File: src/design/dcmc_pkg.sv
// package for the decimation and control mode configuration block
// assumes a register write/read port supplied by the serial front end
package dcmc_pkg;
    // register offsets
    localparam logic [7:0] REG_FILTER = 8'h19;
    localparam logic [7:0] REG_S3_LOW = 8'h1a;
    localparam logic [7:0] REG_S3_HIGH = 8'h1b;
    // filter register field layout
    localparam int FLT_DEC_LSB = 0;
    localparam int FLT_DEC_W = 3;
    localparam int FLT_TYPE_LSB = 4;
    localparam int FLT_TYPE_W = 2;
    localparam int FLT_CHOP_BIT = 7;
    localparam logic [1:0] FLT_TYPE_SINC3 = 2'b01;
    // reset values
    localparam logic [7:0] FILTER_RST = 8'h00;
    localparam logic [7:0] S3_LOW_RST = 8'h00;
    localparam logic [7:0] S3_HIGH_RST = 8'h00;
    // sinc3 value width and scale
    localparam int S3_W = 13;
    localparam int S3_HIGH_W = 5;
    localparam int S3_SCALE_SHIFT = 5;
    localparam int RATIO_W = 19;
    // base decimation ratio and strapped choices
    localparam logic [18:0] RATIO_BASE = 19'h0_0020;
    localparam logic [18:0] RATIO_X64 = 19'h0_0040;
    // modulator clock divide codes
    localparam logic [4:0] DIV_FAST = 5'h02;
    localparam logic [4:0] DIV_MEDIAN = 5'h04;
    localparam logic [4:0] DIV_LOW = 5'h10;
    // chop divides
    localparam logic [5:0] CHOP_DIV_SLOW = 6'h20;
    localparam logic [5:0] CHOP_DIV_FAST = 6'h08;
    typedef enum logic [1:0] {
        DCMC_PWR_LOW = 2'b00,
        DCMC_PWR_MEDIAN = 2'b01,
        DCMC_PWR_FAST = 2'b11
    } dcmc_pwr_t;
    typedef enum logic [1:0] {
        DCMC_ST_RESET = 2'b00,
        DCMC_ST_STRAP = 2'b01,
        DCMC_ST_RUN = 2'b11
    } dcmc_state_t;
endpackage : dcmc_pkg

File: src/design/dcmc_mod_if.sv
// carrier between the top and the modulator clock and chop timing module
// assumes one clock domain
`timescale 1ns/1ns
interface dcmc_mod_if;
    logic [4:0] clk_div;
    logic [5:0] chop_div;
    logic run;
    logic mod_tick;
    logic mod_phase;
    logic chop_phase;
    modport ctrl (output clk_div, output chop_div, output run,
                  input mod_tick, input mod_phase, input chop_phase);
    modport timing (input clk_div, input chop_div, input run,
                    output mod_tick, output mod_phase, output chop_phase);
endinterface : dcmc_mod_if

File: src/design/dcmc_config.sv
// decimation and control mode configuration, top module
// assumes the serial front end presents decoded register writes and reads
`timescale 1ns/1ns
module dcmc_config #(
    parameter int DEC_CODE_W = 3
) (
    // clock, reset, enable
    input wire logic CLOCK,
    input wire logic NRST,
    input wire logic CE,
    // strap and mode pins
    input wire logic CTRL_MODE_STRAP,
    input wire logic MODE_SELECT_PIN_ZERO,
    input wire logic [1:0] MODE_SELECT_PWR,
    input wire logic [1:0] MODE_SELECT_FILTER,
    // register port
    input wire logic REG_WR,
    input wire logic REG_RD,
    input wire logic [7:0] REG_ADDR,
    input wire logic [7:0] REG_WDATA,
    input wire logic [4:0] REG_CLK_DIV,
    input wire logic REG_INBUF_EN,
    output logic [7:0] REG_RDATA,
    output logic REG_WR_REJECT,
    // configuration out
    output logic REGISTER_MODE,
    output logic [1:0] FILTER_TYPE,
    output logic [18:0] DECIMATION_RATIO,
    output logic [4:0] CLK_DIV,
    output logic INPUT_PRECHARGE_EN,
    output logic MOD_TICK,
    output logic MOD_PHASE,
    output logic CHOP_PHASE,
    output logic CONFIG_VALID
);
    if (DEC_CODE_W < 1 || DEC_CODE_W > dcmc_pkg::FLT_DEC_W) begin : g_bad_code_w
        $error("DEC_CODE_W must be 1 to 3");
    end

    dcmc_mod_if mi ();

    dcmc_pkg::dcmc_state_t st_ff, nxt_st;
    logic regmode_ff, nxt_regmode;
    logic [7:0] filt_ff, nxt_filt;
    logic [7:0] s3lo_ff, nxt_s3lo;
    logic [dcmc_pkg::S3_HIGH_W-1:0] s3hi_ff, nxt_s3hi;
    logic [7:0] rdata_ff, nxt_rdata;
    logic rej_ff, nxt_rej;
    logic [1:0] ftype_ff, nxt_ftype;
    logic [18:0] ratio_ff, nxt_ratio;
    logic [4:0] div_ff, nxt_div;
    logic pre_ff, nxt_pre;
    logic strap_pin0_ff, nxt_strap_pin0;
    logic [1:0] strap_pwr_ff, nxt_strap_pwr;
    logic [1:0] strap_flt_ff, nxt_strap_flt;
    logic chop_fast_ff;
    logic valid_ff, nxt_valid;
    logic tick_ff, phase_ff, chopo_ff;

    // ----------------------------------------
    // helper functions
    // ----------------------------------------
    function automatic logic [18:0] sinc3_ratio(input logic [12:0] v);
        logic [18:0] w;
        w = {6'h00, v} + 19'h0_0001;
        sinc3_ratio = 19'(w << dcmc_pkg::S3_SCALE_SHIFT);
    endfunction : sinc3_ratio

    function automatic logic [4:0] pwr_div(input logic [1:0] p);
        case (p)
            dcmc_pkg::DCMC_PWR_FAST: pwr_div = dcmc_pkg::DIV_FAST;
            dcmc_pkg::DCMC_PWR_MEDIAN: pwr_div = dcmc_pkg::DIV_MEDIAN;
            default: pwr_div = dcmc_pkg::DIV_LOW;
        endcase
    endfunction : pwr_div

    function automatic logic is_sinc3(input logic [1:0] t);
        is_sinc3 = (t == dcmc_pkg::FLT_TYPE_SINC3);
    endfunction : is_sinc3

    // ----------------------------------------
    // power-up capture and state
    // ----------------------------------------
    always_comb begin
        nxt_st = st_ff;
        nxt_regmode = regmode_ff;
        nxt_strap_pin0 = strap_pin0_ff;
        nxt_strap_pwr = strap_pwr_ff;
        nxt_strap_flt = strap_flt_ff;
        case (st_ff)
            dcmc_pkg::DCMC_ST_RESET: begin
                // strap caught once after reset release
                nxt_regmode = CTRL_MODE_STRAP;
                nxt_strap_pin0 = MODE_SELECT_PIN_ZERO;
                nxt_strap_pwr = MODE_SELECT_PWR;
                nxt_strap_flt = MODE_SELECT_FILTER;
                nxt_st = dcmc_pkg::DCMC_ST_STRAP;
            end
            dcmc_pkg::DCMC_ST_STRAP: nxt_st = dcmc_pkg::DCMC_ST_RUN;
            dcmc_pkg::DCMC_ST_RUN: nxt_st = dcmc_pkg::DCMC_ST_RUN;
            default: nxt_st = dcmc_pkg::DCMC_ST_RESET;
        endcase
        nxt_valid = (nxt_st == dcmc_pkg::DCMC_ST_RUN);
    end

    always_ff @(posedge CLOCK or negedge NRST) begin
        if (!NRST) begin
            st_ff <= dcmc_pkg::DCMC_ST_RESET;
            valid_ff <= 1'b0;
            regmode_ff <= 1'b0;
            strap_pin0_ff <= 1'b0;
            strap_pwr_ff <= 2'b00;
            strap_flt_ff <= 2'b00;
        end else if (CE) begin
            st_ff <= nxt_st;
            valid_ff <= nxt_valid;
            regmode_ff <= nxt_regmode;
            strap_pin0_ff <= nxt_strap_pin0;
            strap_pwr_ff <= nxt_strap_pwr;
            strap_flt_ff <= nxt_strap_flt;
        end
    end

    // ----------------------------------------
    // register file
    // ----------------------------------------
    logic wr_ok;
    assign wr_ok = REG_WR && regmode_ff && (st_ff == dcmc_pkg::DCMC_ST_RUN);

    always_comb begin
        nxt_filt = filt_ff;
        nxt_s3lo = s3lo_ff;
        nxt_s3hi = s3hi_ff;
        nxt_rej = REG_WR && !wr_ok;
        nxt_rdata = rdata_ff;
        if (wr_ok) begin
            case (REG_ADDR)
                dcmc_pkg::REG_FILTER: nxt_filt = REG_WDATA;
                dcmc_pkg::REG_S3_LOW: nxt_s3lo = REG_WDATA;
                dcmc_pkg::REG_S3_HIGH: nxt_s3hi = REG_WDATA[dcmc_pkg::S3_HIGH_W-1:0];
                default: nxt_filt = filt_ff;
            endcase
        end
        // reads stay open in both modes
        if (REG_RD) begin
            case (REG_ADDR)
                dcmc_pkg::REG_FILTER: nxt_rdata = filt_ff;
                dcmc_pkg::REG_S3_LOW: nxt_rdata = s3lo_ff;
                dcmc_pkg::REG_S3_HIGH: nxt_rdata = {3'b000, s3hi_ff};
                default: nxt_rdata = 8'h00;
            endcase
        end
    end

    always_ff @(posedge CLOCK or negedge NRST) begin
        if (!NRST) begin
            filt_ff <= dcmc_pkg::FILTER_RST;
            s3lo_ff <= dcmc_pkg::S3_LOW_RST;
            s3hi_ff <= dcmc_pkg::S3_HIGH_RST[dcmc_pkg::S3_HIGH_W-1:0];
            rdata_ff <= 8'h00;
            rej_ff <= 1'b0;
        end else if (CE) begin
            filt_ff <= nxt_filt;
            s3lo_ff <= nxt_s3lo;
            s3hi_ff <= nxt_s3hi;
            rdata_ff <= nxt_rdata;
            rej_ff <= nxt_rej;
        end
    end

    // ----------------------------------------
    // effective configuration
    // ----------------------------------------
    logic [12:0] s3_val;
    logic [DEC_CODE_W-1:0] dec_code;
    assign s3_val = {s3hi_ff, s3lo_ff};
    assign dec_code = filt_ff[dcmc_pkg::FLT_DEC_LSB +: DEC_CODE_W];

    always_comb begin
        nxt_ftype = ftype_ff;
        nxt_ratio = ratio_ff;
        nxt_div = div_ff;
        nxt_pre = pre_ff;
        if (st_ff == dcmc_pkg::DCMC_ST_RUN) begin
            if (regmode_ff) begin
                // full access: any filter, rate, divide and buffer choice
                nxt_ftype = filt_ff[dcmc_pkg::FLT_TYPE_LSB +: dcmc_pkg::FLT_TYPE_W];
                nxt_div = REG_CLK_DIV;
                nxt_pre = REG_INBUF_EN;
                if (is_sinc3(nxt_ftype))
                    nxt_ratio = sinc3_ratio(s3_val);
                else
                    nxt_ratio = 19'(dcmc_pkg::RATIO_BASE << dec_code);
            end else begin
                nxt_ftype = strap_flt_ff;
                nxt_div = pwr_div(strap_pwr_ff);
                nxt_pre = 1'b1;
                nxt_ratio = strap_pin0_ff ? dcmc_pkg::RATIO_X64
                                          : dcmc_pkg::RATIO_BASE;
            end
        end
    end

    always_ff @(posedge CLOCK or negedge NRST) begin
        if (!NRST) begin
            ftype_ff <= 2'b00;
            ratio_ff <= dcmc_pkg::RATIO_BASE;
            div_ff <= dcmc_pkg::DIV_LOW;
            pre_ff <= 1'b0;
            chop_fast_ff <= 1'b0;
            tick_ff <= 1'b0;
            phase_ff <= 1'b0;
            chopo_ff <= 1'b0;
        end else if (CE) begin
            ftype_ff <= nxt_ftype;
            ratio_ff <= nxt_ratio;
            div_ff <= nxt_div;
            pre_ff <= nxt_pre;
            chop_fast_ff <= regmode_ff && filt_ff[dcmc_pkg::FLT_CHOP_BIT];
            tick_ff <= mi.mod_tick;
            phase_ff <= mi.mod_phase;
            chopo_ff <= mi.chop_phase;
        end
    end

    // ----------------------------------------
    // modulator timing
    // ----------------------------------------
    assign mi.clk_div = div_ff;
    assign mi.chop_div = chop_fast_ff ? dcmc_pkg::CHOP_DIV_FAST
                                      : dcmc_pkg::CHOP_DIV_SLOW;
    assign mi.run = (st_ff == dcmc_pkg::DCMC_ST_RUN);

    dcmc_mod_timer u_timer (
        .CLOCK(CLOCK),
        .NRST(NRST),
        .CE(CE),
        .mi(mi)
    );

    assign REG_RDATA = rdata_ff;
    assign REG_WR_REJECT = rej_ff;
    assign REGISTER_MODE = regmode_ff;
    assign FILTER_TYPE = ftype_ff;
    assign DECIMATION_RATIO = ratio_ff;
    assign CLK_DIV = div_ff;
    assign INPUT_PRECHARGE_EN = pre_ff;
    assign MOD_TICK = tick_ff;
    assign MOD_PHASE = phase_ff;
    assign CHOP_PHASE = chopo_ff;
    assign CONFIG_VALID = valid_ff;

    // ----------------------------------------
    // checks
    // ----------------------------------------
    a_strap_no_write: assert property (@(posedge CLOCK) disable iff (!NRST)
        CE && REG_WR && !regmode_ff |=> rej_ff && $stable(filt_ff))
        else $error("write accepted in strapped mode");
    a_strap_ratio: assert property (@(posedge CLOCK) disable iff (!NRST)
        CE && !regmode_ff && st_ff == dcmc_pkg::DCMC_ST_RUN |=>
        ratio_ff == (strap_pin0_ff ? 19'h0_0040 : 19'h0_0020))
        else $error("strapped ratio not from mode pin");
    a_strap_set: assert property (@(posedge CLOCK) disable iff (!NRST)
        CE && !regmode_ff && st_ff == dcmc_pkg::DCMC_ST_RUN |=>
        ratio_ff inside {19'h0_0020, 19'h0_0040})
        else $error("strapped ratio outside 32 or 64");
    a_sinc3_ratio: assert property (@(posedge CLOCK) disable iff (!NRST)
        $past(CE) && regmode_ff && mi.run && ftype_ff == 2'b01 && $stable(s3_val) |->
        ratio_ff == 19'((19'(s3_val) + 19'h0_0001) * 19'h0_0020))
        else $error("sinc3 ratio not (value+1)*32");
    a_sinc3_join: assert property (@(posedge CLOCK) disable iff (!NRST)
        CE && wr_ok && REG_ADDR == dcmc_pkg::REG_S3_HIGH |=>
        s3_val[12:8] == $past(REG_WDATA[4:0]))
        else $error("high sinc3 bits not stored");
    a_regmode_ratio: assert property (@(posedge CLOCK) disable iff (!NRST)
        $past(CE) && regmode_ff && mi.run && ftype_ff != 2'b01 && $stable(filt_ff) |->
        ratio_ff == 19'(19'h0_0020 << dec_code))
        else $error("filter register ratio wrong");
    a_strap_div: assert property (@(posedge CLOCK) disable iff (!NRST)
        CE && !regmode_ff && st_ff == dcmc_pkg::DCMC_ST_RUN &&
        strap_pwr_ff == 2'b11 |=> div_ff == 5'h02)
        else $error("fast mode divide not 2");
    a_strap_prechg: assert property (@(posedge CLOCK) disable iff (!NRST)
        CE && !regmode_ff && st_ff == dcmc_pkg::DCMC_ST_RUN |=> pre_ff)
        else $error("precharge buffer off in strapped mode");
    a_chop_slow: assert property (@(posedge CLOCK) disable iff (!NRST)
        !regmode_ff && st_ff == dcmc_pkg::DCMC_ST_RUN |-> !chop_fast_ff)
        else $error("fast chop in strapped mode");
    a_mode_fixed: assert property (@(posedge CLOCK) disable iff (!NRST)
        st_ff == dcmc_pkg::DCMC_ST_RUN |=> $stable(regmode_ff))
        else $error("control mode changed after power-up");
    c_strap_64: cover property (@(posedge CLOCK) disable iff (!NRST)
        !regmode_ff && ratio_ff == 19'h0_0040);
    c_sinc3: cover property (@(posedge CLOCK) disable iff (!NRST)
        regmode_ff && ftype_ff == 2'b01 && ratio_ff == 19'h0_00c0);
    c_reject: cover property (@(posedge CLOCK) disable iff (!NRST) rej_ff);
    c_tick: cover property (@(posedge CLOCK) disable iff (!NRST) tick_ff && chop_fast_ff);
endmodule : dcmc_config

File: src/design/dcmc_mod_timer.sv
// modulator clock divider and chop phase generator
// assumes divide and chop values are held steady while run is high
`timescale 1ns/1ns
module dcmc_mod_timer (
    // clock and reset
    input wire logic CLOCK,
    input wire logic NRST,
    input wire logic CE,
    // link to the top
    dcmc_mod_if.timing mi
);
    logic [4:0] div_cnt_ff, nxt_div_cnt;
    logic [5:0] chop_cnt_ff, nxt_chop_cnt;
    logic phase_ff, nxt_phase;
    logic tick_ff, nxt_tick;
    logic chop_ff, nxt_chop;

    // ----------------------------------------
    // half periods of the modulator clock
    // ----------------------------------------
    always_comb begin
        nxt_div_cnt = div_cnt_ff;
        nxt_phase = phase_ff;
        nxt_tick = 1'b0;
        nxt_chop_cnt = chop_cnt_ff;
        nxt_chop = chop_ff;
        if (!mi.run) begin
            nxt_div_cnt = '0;
            nxt_phase = 1'b0;
            nxt_chop_cnt = '0;
            nxt_chop = 1'b0;
        end else if (div_cnt_ff >= 5'((mi.clk_div >> 1) - 5'h01)) begin
            // sampling on both edges: every half period toggles the phase
            nxt_div_cnt = '0;
            nxt_phase = ~phase_ff;
            if (phase_ff) begin
                // one result per full modulator period
                nxt_tick = 1'b1;
                // at or past the end: a shorter chop divide never wraps the count
                if (chop_cnt_ff >= 6'((mi.chop_div >> 1) - 6'h01)) begin
                    nxt_chop_cnt = '0;
                    nxt_chop = ~chop_ff;
                end else begin
                    nxt_chop_cnt = chop_cnt_ff + 6'h01;
                end
            end
        end else begin
            nxt_div_cnt = div_cnt_ff + 5'h01;
        end
    end

    always_ff @(posedge CLOCK or negedge NRST) begin
        if (!NRST) begin
            div_cnt_ff <= '0;
            chop_cnt_ff <= '0;
            phase_ff <= 1'b0;
            tick_ff <= 1'b0;
            chop_ff <= 1'b0;
        end else if (CE) begin
            div_cnt_ff <= nxt_div_cnt;
            chop_cnt_ff <= nxt_chop_cnt;
            phase_ff <= nxt_phase;
            tick_ff <= nxt_tick;
            chop_ff <= nxt_chop;
        end
    end

    assign mi.mod_tick = tick_ff;
    assign mi.mod_phase = phase_ff;
    assign mi.chop_phase = chop_ff;

    a_tick_on_fall: assert property (@(posedge CLOCK) disable iff (!NRST)
        $past(CE) && tick_ff |-> $past(phase_ff) && !phase_ff)
        else $error("result tick not at end of modulator period");
endmodule : dcmc_mod_timer

File: config.mk
export PLATFORM = sky130hd
export DESIGN_NAME = dcmc_config
export DESIGN_NICKNAME = d
export VERILOG_FILES = /design/src/design/dcmc_pkg.sv /design/src/design/dcmc_mod_if.sv /design/src/design/dcmc_config.sv /design/src/design/dcmc_mod_timer.sv
export SDC_FILE = /design/constraint.sdc
export NUM_CORES = 1
export LEC_CHECK = 0
export BUFFER_PORTS_ARGS = -buffer_cell sky130_fd_sc_hd__buf_2
export CORE_AREA = 2 2 92 94
export DETAILED_ROUTE_END_ITERATION = 10
export DIE_AREA = 0 0 94 96
export GPL_TIMING_DRIVEN = 0
export PLACE_DENSITY = 0.7
export RECOVER_POWER = 100
export REMOVE_ABC_BUFFERS = 1
export SETUP_SLACK_MARGIN = 0.1
export SLEW_MARGIN = 5
export SYNTH_ARGS = -nofsm -noshare
export SYNTH_HDL_FRONTEND = slang
export SYNTH_SLANG_ARGS = --single-unit
File: constraint.sdc
create_clock -name CLOCK -period 4.2 [get_ports CLOCK]
set_clock_uncertainty 0.05 [all_clocks]
set_input_delay 0.21 -clock CLOCK [delete_from_list [all_inputs] [get_ports CLOCK]]
set_output_delay 0.21 -clock CLOCK [all_outputs]
set_load 0.01 [all_outputs]
Yosys cells after proc, flatten, opt, wreduce, memory -nomap -nowiden. Cells that the tools add are included.

Bits in registers: 84. Bits in latches: 0. Memory bits (writable): 0. ROM bits: 0. Output and inout bits: 41. Logic and storage cells: 87. Memories: 0.

Add/subtract/negate cells: 5. Multipliers: 0. Div/mod/pow operators: 0. Order comparisons: 2. Eq/ne operators: 12. Shift-type cells: 1. Multiplexer cells: 25. Bitwise gates (word level): 2. Reduce and logical (&&, ||, !) cells: 16.

Operators by type and width (count): 19-bit two-way mux (2); 6-bit two-way mux (5); 8-bit by 5-bit equality test with 1-bit output (second input constant) (3); 8-bit case mux with 3 select lines (1); 6-bit by 3-bit << shifter with 19-bit output (first input constant) (1); 5-bit two-way mux (3); 13-bit by 1-bit adder with 14-bit output (second input constant) (1); 3-bit AND reduction (4); 1-bit two-way mux (10); 5-bit case mux with 2 select lines (1); 2-bit AND reduction (4); 7-bit two-way mux (1); 6-bit by 1-bit adder with 6-bit output (second input constant) (1); 2-bit by 1-bit equality test with 1-bit output (second input constant) (3); 2-bit equality test (second input constant) (3); 6-bit greater-or-equal comparator (1); 2-bit != test (second input constant) (3); 5-bit by 1-bit subtractor with 6-bit output (second input constant) (1); 5-bit by 1-bit adder with 5-bit output (second input constant) (1); 5-bit greater-or-equal comparator (1); 4-bit by 1-bit subtractor with 5-bit output (second input constant) (1); 1-bit logical AND (4); 2-bit case mux with 2 select lines (1); 4-bit AND reduction (1); other kinds (5) (6).

Depth between registers and ports, before layout.
Depth after elaboration: 7. Mapped depth: 10. Gate-level depth less buffers: 9.

Hierarchy. A second synthesis with hierarchy kept.

Cells, all modules: 405. Area, all modules: 4257.8 sq um.

Modules (own cells, without submodules): dcmc_config (times used 1, cells an instance 284, area an instance 3128.0 sq um, seq. area each 1604.0 sq um); dcmc_mod_timer (times used 1, cells an instance 121, area an instance 1129.8 sq um, seq. area each 350.3 sq um).

Worst setup path before layout. No wires, ideal clock.

Path type: register to register. From: reg div_ff[1] (netlist: CLK_DIV[1]). To: reg u_timer.chop_ff (netlist: u_timer.mi.chop_phase). Library setup time: 0.095 ns. Data arrival time: 2.452 ns. Required time: 4.055 ns. Setup slack: 1.603 ns. Cell stages (with the launch flop): 10. Buffers on the path: 0. Clock period less this slack: 2.597 ns. Cells stage by stage: dfrtp_1 -> inv_1 -> ha_1 -> or3b_2 -> ha_1 -> a21oi_1 -> nor2_1 -> a221oi_1 -> o21ai_0 -> o31ai_1.

Cells in the longest elaborated chain, start to end: 4.

Ends and longest elaborated chain: from (decl) (RTL line dcmc_config.sv:51) `logic [4:0] div_ff, nxt_div;`; from (signal assigned) (RTL line dcmc_config.sv:208) `div_ff <= dcmc_pkg::DIV_LOW;`; from (signal assigned) (RTL line dcmc_config.sv:217) `div_ff <= nxt_div;`; 4-bit by 1-bit subtractor with 5-bit output (RTL line dcmc_mod_timer.sv:32) `end else if (div_cnt_ff >= 5'((mi.clk_div >> 1) - 5'h01)) begin`; 5-bit greater-or-equal comparator (RTL line dcmc_mod_timer.sv:32); 2-bit != test (no line); 4-bit AND reduction (no line); to (signal assigned) (RTL line dcmc_mod_timer.sv:64) `chop_ff <= nxt_chop;`; to (decl) (RTL line dcmc_mod_timer.sv:16) `logic chop_ff, nxt_chop;`.

Every way passes these cells. A chain may end at the register's enable or synchronous reset.

Final worst setup path.
From: in CE. To: reg filt_ff[7].

Cells in the longest elaborated chain, start to end: 1.

Ends and longest elaborated chain: from (decl) (RTL line dcmc_config.sv:10) `input wire logic CE,`; 3-bit AND reduction (no line); to (signal assigned) (RTL line dcmc_config.sv:157) `filt_ff <= dcmc_pkg::FILTER_RST;`; to (signal assigned) (RTL line dcmc_config.sv:163) `filt_ff <= nxt_filt;`; to (decl) (RTL line dcmc_config.sv:44) `logic [7:0] filt_ff, nxt_filt;`.

Every way passes these cells.

==> impl_metrics.csv <==
group,metric,value,unit
sta,finalSetupViolCount,0,
die,start_util,0.4814,
power_and_ir_drop,p_per_area,418.2,nW/um2
sta,hold_viol,0,
global_routing,grtUsageTotal,0.1937,
sta,layout_min_cycle_time,3.222,ns
placed_design,io_buffers,68,
setup_path,crit_chain,"clkbuf_1 > nand3_1 > nor3_1 > nand3b_1 > mux2_1",
placed_design,gp_congestion,0.8577,
setup_path,worstPathMaxFanout,32,
global_routing,grt_pass1_vias,2789,
global_routing,antenna_found_initial,0,
sta,fin_setup_tns,0,ns
drt,drt_iter0_drc,163,
drt,antenna_left,0,
sta,max_slew.worst_pin.slew,2.009,ns
die,die_width,94,um
yosys,yosysUniqueCellTypes,52,
yosys,netlist_area,3876,um2
drt,route.detailed.drc,0,
placed_design,dp_hpwl,5895,um
finish,fin_area,4398,um2
die,io_pins,74,
die,die_area,9024,um2
setup_path,cp_slowest_cell,"nand3_1",
sta,rsz0062_at_grt,"no",
clock_tree,insertion_delay,0.35,ns
die,die_height,96,um
job,cap_violations,1,
clock_tree,cts_root_buf,"clkbuf_8",
yosys,syn_avg_cell_area,10.74,um2
power_and_ir_drop,p_leak,2.027,nW
finish,antennaDiodeCount,0,
yosys,synth-seq-cells,78,
setup_path,crit_path_end_kind,"flip-flop",
sta,max_slew_margin,-0.3390,
setup_path,slowest_delay,0.99,ns
finish,final_nets,472,
global_routing,grt-ovfl-total,0,
setup_path,cp-start-kind,"input pin",
clock_tree,cts_buffers,9,
die,fp-row-count,33,
die,core_area,8051,um2
yosys,async_reset_ff_frac,1.000,
clock_tree,clock-sinks,78,
yosys,postSynthCellCount,361,
finish,drive_gt1_frac,0.1944,
setup_path,r2r_slack,1.21,ns
clock_tree,clockBufferDepth,2,
yosys,synth-seq-area-share,0.5042,
setup_path,path_class,"in -> reg",
drt,wirelength,8159,um
drt,viasPerCell,5.497,
clock_tree,cts_tree,"done",
worst_hold_path,hold_class,"in -> reg",
finish,area_growth,13.46,%
global_routing,grt_pass1_wl,13460,um
run_status,status,"finished, violations left",
placed_design,placed_cell_area,4295,um2
power_and_ir_drop,max-vdd-ir-drop,205.3,uV
clock_tree,clkTransAtPathRegs,0.07,ns
run_status,violations,"max-capacitance violations, max-slew violations",
clock_tree,cts-htree-levels,3,
sta,maxSlewViolCount,39,
drt,wl_per_cell,15.19,um
setup_path,arrival,3.40,ns
sta,finalCritPeriodShare,0.7672,
setup_path,worstPathRequired,4.38,ns
yosys,synth-main-ff-cell,"dfrtp_1",
drt,vias,2952,
yosys,synth_edf_count,0,
drt,drt-pass1-iter-count,5,
global_routing,grt_max_degree,42,
sta,fmax,310.3,MHz
yosys,yosys_warnings,0,
==> flip-flops by register name, indices dropped and copies added, names as in the netlist, 2 cells and up <==
| signal | count |
|---|---|
| strap_pwr_ff | 2 |
| u_timer.div_cnt_ff | 5 |
| strap_flt_ff | 2 |
| REG_RDATA | 8 |
| st_ff | 2 |
| filt_ff | 8 |
| s3lo_ff | 8 |
| s3hi_ff | 5 |
| DECIMATION_RATIO | 14 |
| CLK_DIV | 5 |
| FILTER_TYPE | 2 |
| u_timer.chop_cnt_ff | 6 |
==> cell type report <==
class	instances	area (um2)
fill	745	3654
sequential	78	1954
tap	105	131.4
clock inverter	4	47.55
inverter	14	52.55
multi-input combinational	255	1763
clock buffer	11	141.4
timing repair buffer	70	307.8
==> report_power, final <==
part,internal [mW],switching (mW)
Clock,0.286,0.263
Combinational,0.160,0.221
Sequential,0.833,0.0763
Total,1.28,0.560
==> stage by stage <==
stage	utilization	total power [mW]	worst slack, ns	hold WS (ns)	instances
finish	0.5462	1.839	0.9778	0.01913	537
global route	0.5462	1.952	0.6225	0.03050	537
CTS	0.5582	1.876	1.239	0.0004682	537
detailed placement	0.5335	1.318	1.301	0.1575	521
global placement	0.5307	1.296	1.305	0.3704	520
floorplan	-	1.173	1.603	-0.1356	347
==> worst paths after layout <==
path                       depth (start not counted)                               from                                end
max reg2reg                                        4               st_ff[1]$_DFFE_PN0P_             filt_ff[7]$_DFFE_PN0P_
min in group asynchronous                          2                               NRST  u_timer.div_cnt_ff[4]$_DFFE_PN0P_
min                                                3               MODE_SELECT_PIN_ZERO          strap_pin0_ff$_DFFE_PN0P_
min reg2reg                                        1  u_timer.mi.chop_phase$_DFFE_PN0P_  u_timer.mi.chop_phase$_DFFE_PN0P_
max in group asynchronous                          3                               NRST             filt_ff[4]$_DFFE_PN0P_
max                                                5                                 CE             filt_ff[7]$_DFFE_PN0P_
==> critical path, delay by kind of cell <==
| family | cells | cell delay, ns |
|---|---|---|
| simple gates | 3 | 2.08 |
| buf+inv | 1 | 0.64 |
| mux | 1 | 0.45 |
==> per-layer routing <==
metal,vias to the layer above,share of wire,GRT usage,wire length [um]
met1,1450,0.45,0.2501,3690
li1,1422,-,-,-
met2,69,0.49,0.3190,3985
met4,0,0.016,0.07246,127
met3,11,0.044,0.04620,356
met5,-,0,0,0
==> timing repair <==
| action | in CTS | in global routing |
|---|---|---|
| hold buffers | 1 | 0 |
| setup buffers | 0 | 0 |
| gates resized for setup | 0 | 0 |
| endpoints found under the hold margin | 37 | 0 |
==> cell families after synthesis <==
family          synth area share
xor+xnor                 0.02937
compound gates            0.1356
mux                       0.1039
flops                     0.5042
fa+ha+maj                0.03551
other cells            0.0009674
buf+inv                  0.03680
simple gates              0.1536
==> synth_stat cells, types with 2 or more instances <==
cell       n  area (um2)
and3_1     4       25.02
nand4_1    5       31.28
and2_1     3       18.77
buf_4      6       45.04
nor2b_1    8       50.05
o21ai_0   23       115.1
a21oi_1    6       30.03
nand2_2    2       12.51
a22oi_1    4       30.03
inv_1     14       52.55
o22ai_1    2       12.51
nor2_1    12       45.04
a211oi_1   2       15.01
nor3_1     5       25.02
o31ai_1    8       60.06
mux2_2    33       371.6
a22o_1    16       140.1
mux2i_1    2       20.02
dfstp_2    2       52.55
o211ai_1   3       22.52
nand3_1   14       70.07
nand2b_1   6       37.54
dfrtp_1   76        1902
clkbuf_1  11       41.29
xnor2_1    7       61.31
o21ai_1    3       15.01
nand2_1   43       161.4
xor2_1     6       52.55
o221ai_1   2       17.52
ha_1      11       137.6
==> cells in the final DEF, fill, tap and decap left out, types with 7 or more instances in the layout <==
master	Yosys	routed
o21ai_0	23	25
xnor2_1	7	7
nand3_1	14	15
nand2_1	43	44
buf_2	0	30
clkbuf_8	0	10
nor2b_1	8	8
mux2_2	33	33
clkbuf_1	11	39
a22o_1	16	16
dfrtp_1	76	76
inv_1	14	14
ha_1	11	11
o31ai_1	8	8
nor2_1	12	12
No activity file was read; power rests on OpenSTA's default activity.
